## src/logic/clsp_pkg.sv

```systemverilog
// Package for the charger learn, soft-start and switching-cycle control.
// Assumes a 100 MHz system clock; all clock-cycle counts below derive from that rate.
package clsp_pkg;

  // Clock and switching timing
  localparam int CLK_HZ        = 100_000_000;
  localparam int PWM_HZ        = 300_000;
  localparam int PERIOD_CYC    = CLK_HZ / PWM_HZ;               // 333
  localparam int DEAD_NS       = 30;
  localparam int DEAD_CYC      = (DEAD_NS * (CLK_HZ / 1_000_000) + 999)
                                 / 1000;                        // Round up
  localparam int PULSE_NS      = 80;
  localparam int PULSE_CYC     = (PULSE_NS * (CLK_HZ / 1_000_000)) / 1000;
  localparam int SEL_DEAD_US   = 10;
  localparam int SEL_DEAD_CYC  = SEL_DEAD_US * (CLK_HZ / 1_000_000);
  localparam int STEP_US       = 1000;
  localparam int STEP_CYC      = STEP_US * (CLK_HZ / 1_000_000);
  localparam int SS_STEPS      = 8;
  localparam int BST_LOW_LIMIT = 3;

  // Widths
  localparam int DUTY_W = 9;
  localparam int CUR_W  = 16;

  // Register byte offsets
  localparam logic [3:0] REG_CTRL   = 4'h0;
  localparam logic [3:0] REG_DUTY   = 4'h4;
  localparam logic [3:0] REG_ICHG   = 4'h8;
  localparam logic [3:0] REG_STATUS = 4'hc;

  // Field positions and reset values
  localparam int CTRL_CHG_EN_BIT = 0;
  localparam int ST_ADAPTER_BIT  = 0;
  localparam int ST_BATTERY_BIT  = 1;
  localparam int ST_LEARN_BIT    = 2;
  localparam int ST_SYNC_BIT     = 3;
  localparam int ST_CHARGE_BIT   = 4;
  localparam int ST_SS_DONE_BIT  = 5;
  localparam int ST_REFRESH_BIT  = 6;
  localparam logic             CTRL_RESET = 1'b0;
  localparam logic [DUTY_W-1:0] DUTY_RESET = 9'h000;
  localparam logic [CUR_W-1:0]  ICHG_RESET = 16'h0000;

  // Power selector states, one-hot
  typedef enum logic [2:0] {
    SEL_BAT = 3'b001,
    SEL_GAP = 3'b010,
    SEL_AC  = 3'b100
  } clsp_sel_t;

endpackage : clsp_pkg

```

## src/logic/clsp_sync.sv

```systemverilog
// Two-flop synchroniser for a group of asynchronous level inputs.
// Assumes the inputs are quasi-static levels; no pulse stretching.
`timescale 1ns/10ps
module clsp_sync #(
  parameter int W = 1
) (
  input  wire logic         clk,
  input  wire logic         srst,
  input  wire logic [W-1:0] async_in,
  output logic      [W-1:0] sync_out
);
  logic [W-1:0] meta;

  // First stage is read only by the second stage
  always_ff @(posedge clk) begin
    if (srst) begin
      meta     <= '0;
      sync_out <= '0;
    end else begin
      meta     <= async_in;
      sync_out <= meta;
    end
  end
endmodule : clsp_sync

```

## src/logic/clsp_ctrl.sv

```systemverilog
// Charger control: power selector with learn override, soft-start of the
// charge-current target, and the buck gate sequencer with an Avalon slave.
// Assumes comparator flags arrive asynchronously from analog circuitry and
// the bus master follows Avalon-MM waitrequest signalling on clk.
//
// Operation
// - Learn low: selector follows adapter presence
// - Learn high with adapter: battery feeds system
// - Learn high disables charging
// - Learn exits to adapter on low battery
// - Enable ramps current target in eight steps
// - Each step held one millisecond
// - Fixed switching period from 300 kHz
// - Duty zero to full on accepted
// - Bootstrap low over three cycles forces refresh
// - Resume full on, refresh whenever low again
// - Below threshold non-synchronous, above release synchronous
// - Synchronous: complementary gates, 30 ns dead time
// - Non-synchronous: 80 ns low-side pulse only
// - Zero duty keeps high side off
// - Compare every cycle with hysteresis band
// - Synchronous threshold fixed, not programmable
// - Battery recovery during learn reconnects battery
// - Selector swap holds both off 10 us
`timescale 1ns/10ps
module clsp_ctrl
  import clsp_pkg::*;
#(
  parameter int STEP_CYCLES = clsp_pkg::STEP_CYC
) (
  input  wire logic                        clk,
  input  wire logic                        srst,
  input  wire logic [3:0]                  avs_address,
  input  wire logic                        avs_read,
  input  wire logic                        avs_write,
  input  wire logic [31:0]                 avs_writedata,
  output logic      [31:0]                 avs_readdata,
  output logic                             avs_waitrequest,
  input  wire logic                        adapter_detected,
  input  wire logic                        learn_request,
  input  wire logic                        battery_low_threshold,
  input  wire logic                        bootstrap_supply_low,
  input  wire logic                        charge_sense_below_sync,
  input  wire logic                        charge_sense_above_release,
  input  wire logic                        charge_conditions_ok,
  output logic                             adapter_switch_drive,
  output logic                             battery_switch_drive,
  output logic                             high_side_gate_drive,
  output logic                             low_side_gate_drive,
  output logic [clsp_pkg::CUR_W-1:0]       charge_current_target,
  output logic                             charging_enabled
);
  import clsp_pkg::*;

  // Refuse settings the counters cannot serve
  if (STEP_CYCLES < 1 || STEP_CYCLES > 1_000_000) begin : g_chk
    $error("STEP_CYCLES out of range");
  end

  // Synchronised pin inputs
  logic [6:0] pins_s;
  logic       adapter_s;
  logic       learn_s;
  logic       bat_low_s;
  logic       bst_low_s;
  logic       below_s;
  logic       above_s;
  logic       cond_s;

  clsp_sync #(.W(7)) u_sync (
    .clk      (clk),
    .srst     (srst),
    .async_in ({adapter_detected, learn_request, battery_low_threshold,
                bootstrap_supply_low, charge_sense_below_sync,
                charge_sense_above_release, charge_conditions_ok}),
    .sync_out (pins_s)
  );

  assign {adapter_s, learn_s, bat_low_s, bst_low_s, below_s, above_s,
          cond_s} = pins_s;

  // ---------------- Register file ----------------
  logic                sw_chg_en;
  logic [DUTY_W-1:0]   duty_reg;
  logic [CUR_W-1:0]    ichg_reg;
  logic [31:0]         status_word;
  logic [31:0]         next_readdata;
  logic                bus_req;
  logic                bus_done;
  logic                wr_ctrl;
  logic                wr_duty;
  logic                wr_ichg;

  // Decode; an access completes on the cycle waitrequest is low
  assign bus_req  = avs_read | avs_write;
  assign bus_done = bus_req & ~avs_waitrequest;
  assign wr_ctrl  = bus_done & avs_write & (avs_address == REG_CTRL);
  assign wr_duty  = bus_done & avs_write & (avs_address == REG_DUTY);
  assign wr_ichg  = bus_done & avs_write & (avs_address == REG_ICHG);

  // Read mux; unmapped offsets read zero
  assign next_readdata =
      (avs_address == REG_CTRL)   ? {31'h0, sw_chg_en} :
      (avs_address == REG_DUTY)   ? {23'h0, duty_reg} :
      (avs_address == REG_ICHG)   ? {16'h0, ichg_reg} :
      (avs_address == REG_STATUS) ? status_word : 32'h0;

  // One wait state per access, then waitrequest drops for one cycle
  always_ff @(posedge clk) begin
    if (srst) begin
      avs_waitrequest <= 1'b1;
      avs_readdata    <= 32'h0;
    end else begin
      avs_waitrequest <= ~(bus_req & avs_waitrequest);
      if (bus_req & avs_waitrequest)
        avs_readdata <= next_readdata;
    end
  end

  // Software settings
  always_ff @(posedge clk) begin
    if (srst) begin
      sw_chg_en <= CTRL_RESET;
      duty_reg  <= DUTY_RESET;
      ichg_reg  <= ICHG_RESET;
    end else begin
      if (wr_ctrl) sw_chg_en <= avs_writedata[CTRL_CHG_EN_BIT];
      if (wr_duty) duty_reg  <= avs_writedata[DUTY_W-1:0];
      if (wr_ichg) ichg_reg  <= avs_writedata[CUR_W-1:0];
    end
  end

  // ---------------- Power selector ----------------
  clsp_sel_t  sel_state;
  clsp_sel_t  next_sel;
  logic [9:0] gap_cnt;
  logic       want_ac;
  logic       gap_done;

  // Learn forces battery unless it is depleted; recovery swaps back
  assign want_ac  = adapter_s & (~learn_s | bat_low_s);
  assign gap_done = (gap_cnt == 10'(SEL_DEAD_CYC - 1));

  // Break-before-make: any swap passes through the all-off gap
  always_comb begin
    next_sel = sel_state;
    unique case (sel_state)
      SEL_BAT: if (want_ac)  next_sel = SEL_GAP;
      SEL_AC:  if (!want_ac) next_sel = SEL_GAP;
      SEL_GAP: if (gap_done) next_sel = want_ac ? SEL_AC : SEL_BAT;
      default: next_sel = SEL_GAP;
    endcase
  end

  always_ff @(posedge clk) begin
    if (srst) begin
      sel_state            <= SEL_BAT;
      gap_cnt              <= 10'h000;
      adapter_switch_drive <= 1'b0;
      battery_switch_drive <= 1'b1;
    end else begin
      sel_state            <= next_sel;
      gap_cnt              <= (next_sel == SEL_GAP && sel_state == SEL_GAP)
                              ? gap_cnt + 10'h001 : 10'h000;
      adapter_switch_drive <= (next_sel == SEL_AC);
      battery_switch_drive <= (next_sel == SEL_BAT);
    end
  end

  // ---------------- Charge enable and soft-start ----------------
  logic        chg_en;
  logic        chg_en_q;
  logic [3:0]  ss_step;
  logic [19:0] ss_tick;
  logic [19:0] ss_prod;
  logic        step_end;

  assign chg_en   = cond_s & sw_chg_en & ~learn_s;
  assign step_end = (ss_tick == 20'(STEP_CYCLES - 1));
  assign ss_prod  = 20'(ichg_reg) * 20'(ss_step);

  // Restart the ramp on each enable rising edge
  always_ff @(posedge clk) begin
    if (srst) begin
      chg_en_q              <= 1'b0;
      ss_step               <= 4'h0;
      ss_tick               <= 20'h00000;
      charge_current_target <= 16'h0000;
      charging_enabled      <= 1'b0;
    end else begin
      chg_en_q         <= chg_en;
      charging_enabled <= chg_en;
      if (!chg_en || !chg_en_q) begin
        ss_step <= 4'h0;
        ss_tick <= 20'h00000;
      end else if (ss_step != 4'(SS_STEPS)) begin
        ss_tick <= step_end ? 20'h00000 : ss_tick + 20'h00001;
        if (step_end) ss_step <= ss_step + 4'h1;
      end
      // Target equals programmed current times step over eight
      charge_current_target <= chg_en ? ss_prod[CUR_W+2:3] : 16'h0000;
    end
  end

  // ---------------- Switching-cycle sequencer ----------------
  logic [8:0]        cyc_cnt;
  logic              cyc_end;
  logic [DUTY_W-1:0] duty_q;
  logic [DUTY_W-1:0] duty_clamped;
  logic              sync_mode;
  logic [1:0]        bst_cnt;
  logic              refresh;
  logic [1:0]        dead_cnt;
  logic [3:0]        ls_cnt;
  logic              dead_ok;
  logic              want_hs;
  logic              want_ls;
  logic              ls_pulse_left;
  logic              next_hs;
  logic              next_ls;

  assign cyc_end      = (cyc_cnt == 9'(PERIOD_CYC - 1));
  assign duty_clamped = (duty_reg > DUTY_W'(PERIOD_CYC))
                        ? DUTY_W'(PERIOD_CYC) : duty_reg;
  assign dead_ok       = (dead_cnt == 2'(DEAD_CYC));
  assign ls_pulse_left = (ls_cnt < 4'(PULSE_CYC));

  // High side conducts for the duty window; full duty means whole period
  assign want_hs = chg_en & ~refresh & (duty_q != '0)
                   & ({1'b0, cyc_cnt} < {1'b0, duty_q});

  // Low side: complement, short pulse, or refresh pulse
  assign want_ls = ~chg_en | (duty_q == '0) ? 1'b0 :
                   refresh   ? ls_pulse_left :
                   sync_mode ? ~want_hs :
                               ~want_hs & ls_pulse_left;

  // Break-before-make: a gate turns on only after the dead interval
  always_comb begin
    next_hs = 1'b0;
    next_ls = 1'b0;
    if (want_hs)
      next_hs = high_side_gate_drive | (~low_side_gate_drive & dead_ok);
    if (want_ls && !want_hs)
      next_ls = low_side_gate_drive | (~high_side_gate_drive & dead_ok);
  end

  // Cycle counter and per-period decisions
  always_ff @(posedge clk) begin
    if (srst) begin
      cyc_cnt   <= 9'h000;
      duty_q    <= DUTY_RESET;
      sync_mode <= 1'b0;
      bst_cnt   <= 2'h0;
      refresh   <= 1'b0;
    end else begin
      cyc_cnt <= cyc_end ? 9'h000 : cyc_cnt + 9'h001;
      if (cyc_end) begin
        duty_q <= duty_clamped;
        // Fixed-threshold comparator with hysteresis, once per period
        if (below_s)
          sync_mode <= 1'b0;
        else if (above_s)
          sync_mode <= 1'b1;
        // Count consecutive bootstrap-low periods
        if (!bst_low_s) begin
          bst_cnt <= 2'h0;
          refresh <= 1'b0;
        end else if (bst_cnt == 2'(BST_LOW_LIMIT)) begin
          bst_cnt <= 2'h0;
          refresh <= 1'b1;
        end else begin
          bst_cnt <= bst_cnt + 2'h1;
          refresh <= 1'b0;
        end
      end
    end
  end

  // Gate flops, dead-time and low-side pulse counters
  always_ff @(posedge clk) begin
    if (srst) begin
      high_side_gate_drive <= 1'b0;
      low_side_gate_drive  <= 1'b0;
      dead_cnt             <= 2'h0;
      ls_cnt               <= 4'h0;
    end else begin
      high_side_gate_drive <= next_hs;
      low_side_gate_drive  <= next_ls;
      // Counts cycles with both gates off, saturating
      if (next_hs || next_ls)
        dead_cnt <= 2'h0;
      else if (!dead_ok)
        dead_cnt <= dead_cnt + 2'h1;
      // Low-side on time within the period, cleared at the boundary
      if (cyc_end)
        ls_cnt <= 4'h0;
      else if (next_ls && ls_pulse_left)
        ls_cnt <= ls_cnt + 4'h1;
    end
  end

  // Status word
  always_comb begin
    status_word                 = 32'h0;
    status_word[ST_ADAPTER_BIT] = adapter_switch_drive;
    status_word[ST_BATTERY_BIT] = battery_switch_drive;
    status_word[ST_LEARN_BIT]   = learn_s;
    status_word[ST_SYNC_BIT]    = sync_mode;
    status_word[ST_CHARGE_BIT]  = charging_enabled;
    status_word[ST_SS_DONE_BIT] = (ss_step == 4'(SS_STEPS));
    status_word[ST_REFRESH_BIT] = refresh;
  end

endmodule : clsp_ctrl

```

## config.mk

```make
export PLATFORM = sky130hd
export DESIGN_NAME = clsp_ctrl
export DESIGN_NICKNAME = d
export VERILOG_FILES = /design/src/logic/clsp_pkg.sv /design/src/logic/clsp_sync.sv /design/src/logic/clsp_ctrl.sv
export SDC_FILE = /design/constraint.sdc
export NUM_CORES = 1
export LEC_CHECK = 0
export ABC_AREA = 1
export CORE_ASPECT_RATIO = 0.6
export CORE_MARGIN = 2
export CORE_UTILIZATION = 30
export CTS_CLUSTER_DIAMETER = 40
export CTS_CLUSTER_SIZE = 16
export DETAILED_ROUTE_END_ITERATION = 10
export DONT_BUFFER_PORTS = 1
export GPL_TIMING_DRIVEN = 0
export PLACE_DENSITY = 0.49
export REMOVE_ABC_BUFFERS = 1
export SLEW_MARGIN = 20
export SYNTH_ARGS = -nofsm -noshare
export SYNTH_HDL_FRONTEND = slang
export SYNTH_HIERARCHICAL = 1
export SYNTH_SLANG_ARGS = --single-unit
export TNS_END_PERCENT = 100
```

## constraint.sdc

```tcl
create_clock -name clk -period 3.55 [get_ports clk]
set_input_delay 0.355 -clock clk [delete_from_list [all_inputs] [get_ports clk]]
set_output_delay 0.355 -clock clk [all_outputs]
set_load 0.02 [all_outputs]
```

==> out/qor.csv, run 1 <==
stage,metric,value,unit
drt,avgRoutedWirePerCell,13.5,microns
sta,setup_viol,0,
layout,largest_register,ss_tick,
min_path,hp-start,charge_sense_below_sync,
logic_synthesis,ys_seq_elements,143,
cts,clock_path_buffers,2,
layout,drive_gt1_share,5.89,%
worst_setup_path,crit_arrival,3.48,ns
worst_setup_path,end_kind,flop,
sta,max_freq,315,MHz
worst_setup_path,r2r-end,charge_current_target[14],
layout,fillers,2859,
worst_setup_path,r2r_setup_slack,0.38,ns
cts,cts_tree,built,
sta,tightest_slew,0.894,ns
placed_design,routabilityCongestion,0.851,
cts,clkSinkCount,143,
placed_design,numPortBuffers,0,
sta,slew_viol_final,0,
drt,antenna_left,0,
placed_design,dp_hpwl,15.2,mm
layout,area_delta_synth_final,11.6,%
worst_setup_path,startpoint,ss_step[3],
worst_setup_path,worstReg2RegStart,ss_step[3],
global_route,grt_pass1_wl,34.2,mm
global_route,overflow,0,
layout,largest_reg_flops,20,
drt,dr.pass1.iters,5,
sta,hold_viol,0,
logic_synthesis,yosysWarnings,6,
cts,insertion_delay,0.44,ns
layout,final_nets,1236,
power,peakVddDrop,0.312,mV
logic_synthesis,synth_area,0.00813,sq mm
run,drv_cap,0,
cts,cts_setup_buffers,0,
layout,multi_input_area,0.00423,sq mm
sta,fin_skew,0.0138,ns
global_route,grt_start_max_net_pins,37,
sta,grt_setup_unrepaired,no,
worst_setup_path,cp.required,3.85,ns
global_route,grt_pass1_vias,6541,
logic_synthesis,synth_edf_count,0,
cts,clk_pin_slew,0.07,ns
power,power_density,400,mW/mm^2
logic_synthesis,ys.flop_type,dfxtp_1,
floorplan,start_util,30.7,%
power,fin_total_pwr,3.63,mW
logic_synthesis,ys_async_sr_fraction,0,%
layout,diodes,0,
cts,cts.htree.levels,4,
sta,finalCritPeriodShare,89.4,%
drt,drc_errors,0,
worst_setup_path,rr_worst_depth,15,
floorplan,die_area,0.0285,sq mm
drt,wl,20.2,mm
logic_synthesis,ys_seq_area_share,35.2,%
cts,clockRootBuffer,clkbuf_16,
status,status,finished clean,
min_path,hold_path_end,u_sync/meta[2],
floorplan,num_rows,46,
logic_synthesis,netlist-cell-type-count,47,
logic_synthesis,postSynthAreaPerCell,7.24,sq um
layout,register_area,0.00287,sq mm
min_path,hold_class,input pin to flop,
global_route,grt_antenna_before_repair,0,
sta,slew_headroom,40.2,%
drt,first_iter_violations,384,
logic_synthesis,netlist_instances,1124,
worst_setup_path,worstSetupPathType,flop to flop,
worst_setup_path,worstPathMaxFanout,19,
cts,cts_buffers,17,
min_path,hold_depth,2,
floorplan,dieWidth,217,microns
power,leakage,3.93,nW
layout,final_util,34.2,%
worst_setup_path,cp-start-kind,flop,
floorplan,ios,101,
global_route,grt_usage,15.1,%
floorplan,core-area,0.0265,sq mm
drt,via_count,6777,
drt,via_per_inst,4.53,
sta,period_minus_slack,3.17,ns
floorplan,die_h,132,microns
[worst max path at each step]
stage                                            to  slack [ns]  cells past startpoint
after floorplan            charge_current_target[9]        0.49                     12
after global placement     charge_current_target[9]        0.02                     12
after detailed placement   charge_current_target[9]       -0.01                     12
after CTS                  charge_current_target[9]        0.16                     12
after global routing      charge_current_target[15]        0.06                     15
final                     charge_current_target[14]        0.38                     15
[cell type report]
cell class              count  area share, %
repair buffers              7          0.882
clock buffers              18           4.73
multi-input cells         729           46.6
well taps                 360           4.96
clock inverters            14           1.85
inverters                 226           9.38
flip-flops and latches    143           31.6
[critical path: stages (launching register included)]
cell	delay, ns
dfxtp_4	0.43
nand2_1	0.09
inv_1	0.05
fa_1	0.52
inv_1	0.05
fa_1	0.53
inv_1	0.04
ha_1	0.37
a21oi_1	0.22
inv_1	0.07
a31oi_1	0.18
nand2_1	0.16
nand2_1	0.14
nand2_1	0.06
nand2_1	0.05
a21oi_1	0.05
[cell usage in the layout (no fill, tap or decap), drive strengths merged, types with 10 or more instances in the layout]
cell type  netlist  final
xor2            12     12
a31oi           10     10
nor2           112    112
inv            225    234
nand3           64     64
fa              28     28
o21ai           54     54
a21oi           91     91
conb             1     16
dfxtp          143    143
o22ai           13     13
ha              37     37
nand4           19     19
nand2          216    216
clkbuf          12     18
nor3            26     26
[through the flow]
| stage | cells | hold slack, ns | setup TNS (ns) | area [sq um] | worst slack [ns] |
|---|---|---|---|---|---|
| 2_1_floorplan | 1098 | 0.388 | 0 | 7950 | 0.490 |
| 3_3_place_gp | 1458 | 0.389 | 0 | 8400 | 0.0212 |
| 3_5_place_dp | 1458 | 0.393 | -0.0107 | 8400 | -0.0107 |
| 4_1_cts | 1497 | 0.0125 | 0 | 9070 | 0.164 |
| 5_1_grt | 1497 | 0.0254 | 0 | 9080 | 0.0592 |
| 6_report | 1497 | 0.0335 | 0 | 9080 | 0.375 |
[routing by layer]
metal | global-route usage, % | part of all wire, % | vias to the layer above
met2 | 19.9 | 38 | 141
met3 | 5.63 | 7.8 | 18
met5 | 0 | 0 | -
met1 | 22.3 | 53 | 3073
li1 | - | - | 3545
met4 | 4.49 | 1.4 | 0
[where the power goes]
| part | total [mW] | internal, mW | switching [mW] |
|---|---|---|---|
| logic | 0.136 | 0.0410 | 0.0953 |
| clock network | 1.83 | 1.01 | 0.823 |
| registers | 1.67 | 1.63 | 0.0345 |
| total | 3.63 | 2.68 | 0.952 |
[what timing repair did]
item,in CTS,in global routing
pin swaps,0,0
hold endpoints to repair,36,0
setup endpoints to repair,2,7
gates resized for setup,2,3
gates cloned,0,0
hold buffers,7,0
[logic make-up (layout without fill, tap and decap cells)]
kind of cell / count (synthesis) / in the layout / share of synthesized area, %
xor gates and xnor gates: 15 / 15 / 1.62
and+or+nand+nor: 445 / 445 / 24.4
DFF: 143 / 143 / 35.2
AOI/OAI and AO/OA: 187 / 187 / 12.6
buffers and inverters: 267 / 265 / 13.5
muxes: 1 / 1 / 0.123
adders and majority gates: 65 / 65 / 12.6
other: 1 / 16 / 0.0461
[cells in the mapped netlist (13+ instances only)]
cell     instances  share of area (%)
inv_1          219                 10
nand2_1        212                9.8
dfxtp_1        143                 35
nor2_1         105                4.8
a21oi_1         91                5.6
nand3_1         60                3.7
o21ai_0         51                3.1
ha_1            37                5.7
fa_1            28                6.9
nor3_1          20                1.2
nand4_1         19                1.5
buf_4           17                1.6
o22ai_1         13                1.0
(Power assumes the default switching activity.)
==> run 2: changes to the inputs <==
Clock period 3.55 ns to 3.75 ns, I/O delays scaled along.
==> out/qor.csv, run 2 (same netlist as run 1, synthesis figures left out) <==
stage,metric,value,unit
drt,drc_errors,0,
layout,area_delta_synth_final,11.0,%
sta,slew_viol_final,0,
floorplan,die_area,0.0285,sq mm
power,peakVddDrop,0.262,mV
worst_setup_path,end_kind,flop,
layout,final_cells,1492,
power,leakage,3.91,nW
sta,tightest_slew,0.865,ns
placed_design,dp.cells,1458,
floorplan,start_util,30.7,%
floorplan,dieWidth,217,microns
min_path,hold_class,input pin to flop,
cts,insertion_delay,0.45,ns
floorplan,die_h,132,microns
placed_design,dp_hpwl,15.2,mm
drt,avgRoutedWirePerCell,13.6,microns
sta,hold_viol,0,
cts,clockRootBuffer,clkbuf_16,
status,status,finished clean,
global_route,grt_pass1_wl,34.3,mm
power,p_seq_share,46.0,%
drt,dr.pass1.iters,5,
drt,first_iter_violations,410,
sta,finalCritPeriodShare,86.7,%
power,p_int,2.53,mW
global_route,grt_usage,15.2,%
layout,final_nets,1231,
global_route,grt_antenna_before_repair,0,
sta,setup_tns,0,ns
layout,mostFrequentLayoutCells,"219 x inv_1, 212 x nand2_1, 140 x dfxtp_1",
layout,layout_commonest_cell,inv_1,
layout,design_area,0.00903,sq mm
cts,clock_path_buffers,2,
placed_design,routabilityCongestion,0.851,
power,power_frac_comb,3.7,%
run,drv_cap,0,
sta,period_minus_slack,3.25,ns
sta,setup_viol,0,
power,sw_frac_of_total,26.3,%
global_route,grt_start_max_net_pins,37,
placed_design,numPortBuffers,0,
layout,fillers,2867,
power,p_switching,0.903,mW
cts,cts.htree.levels,4,
worst_setup_path,crit_arrival,3.62,ns
cts,cts_tree,built,
cts,clk_pin_slew,0.07,ns
power,power_density,381,mW/mm^2
global_route,grt_pass1_vias,6530,
worst_setup_path,worstSetupPathType,flop to flop,
power,clkPwrFrac,50.4,%
layout,largest_reg_flops,20,
drt,via_per_inst,4.54,
power,fin_total_pwr,3.44,mW
sta,slew_headroom,42.1,%
floorplan,ios,101,
placed_design,dpl_cell_area,0.00840,sq mm
sta,fin_skew,0.0160,ns
floorplan,core-area,0.0265,sq mm
drt,wl,20.3,mm
drt,via_count,6770,
cts,clkSinkCount,143,
layout,diodes,0,
drt,antenna_left,0,
layout,drive_gt1_share,5.92,%
sta,grt_setup_unrepaired,no,
cts,cts_setup_buffers,0,
worst_setup_path,cp.required,4.12,ns
cts,cts_buffers,17,
worst_setup_path,cp-start-kind,flop,
sta,max_freq,308,MHz
floorplan,num_rows,46,
layout,largest_register,ss_tick,
worst_setup_path,worstPathMaxFanout,19,
global_route,overflow,0,
[run 2: worst paths after layout]
kind | cells past startpoint | end | startpoint | slack [ns]
worst max-delay path | 12 | charge_current_target[11] | ss_step[3] | 0.50
worst min-delay path | 2 | u_sync/meta[1] | charge_sense_above_release | 0.02
worst max register to register | 12 | charge_current_target[11] | ss_step[3] | 0.50
worst min register to register | 2 | u_sync/sync_out[5] | u_sync/meta[5] | 0.40
[run 2: area by class of cell]
cell class	count	area, sq um	area share (%)
Sequential cell	143	2870	31.8
Timing Repair Buffer	2	30.0	0.333
Multi-Input combinational cell	729	4230	46.9
Tap cell	360	450	4.99
Clock inverter	14	168	1.86
Clock buffer	18	429	4.75
Inverter	226	852	9.44
[run 2: critical path, stage by stage (launching register included)]
cell and delay (ns):
dfxtp_2 0.60, nand2_1 0.14, fa_1 0.55, inv_1 0.05
fa_1 0.59, fa_1 0.21, nand2_1 0.07, o21ai_1 0.29
nand2_1 0.13, nand2_1 0.18, nand2_1 0.09, a21o_1 0.16
a21oi_1 0.11
[run 2: routing by layer]
layer	vias up	share of wire [%]	GRT usage (%)
met1	3077	53	22.3
met2	137	38	20.1
met4	0	1.5	4.45
met5	-	0	0
li1	3533	-	-
met3	23	7.8	5.83
[run 2: power by group through the flow]
stage,sequential [mW],combinational (mW),clock [mW]
after floorplan,1.61,0.0906,0
after global placement,1.61,0.114,0
after detailed placement,1.61,0.115,0
after CTS,1.58,0.127,1.79
after global routing,1.58,0.147,1.85
final,1.58,0.126,1.73
[run 2: timing repair]
action                                  4_1_cts  5_1_grt
endpoints found under the setup margin        0        6
gates resized for setup                       0        3
hold buffers                                  2        0
endpoints found under the hold margin        35        0
[run 2: stage by stage]
step,hold slack [ns],util (%),setup slack (ns)
after floorplan,0.388,-,0.690
after global placement,0.389,31.6,0.221
after detailed placement,0.393,31.6,0.189
after CTS,0.00223,34.0,0.177
after global routing,0.00980,34.0,0.147
final,0.0249,34.0,0.500
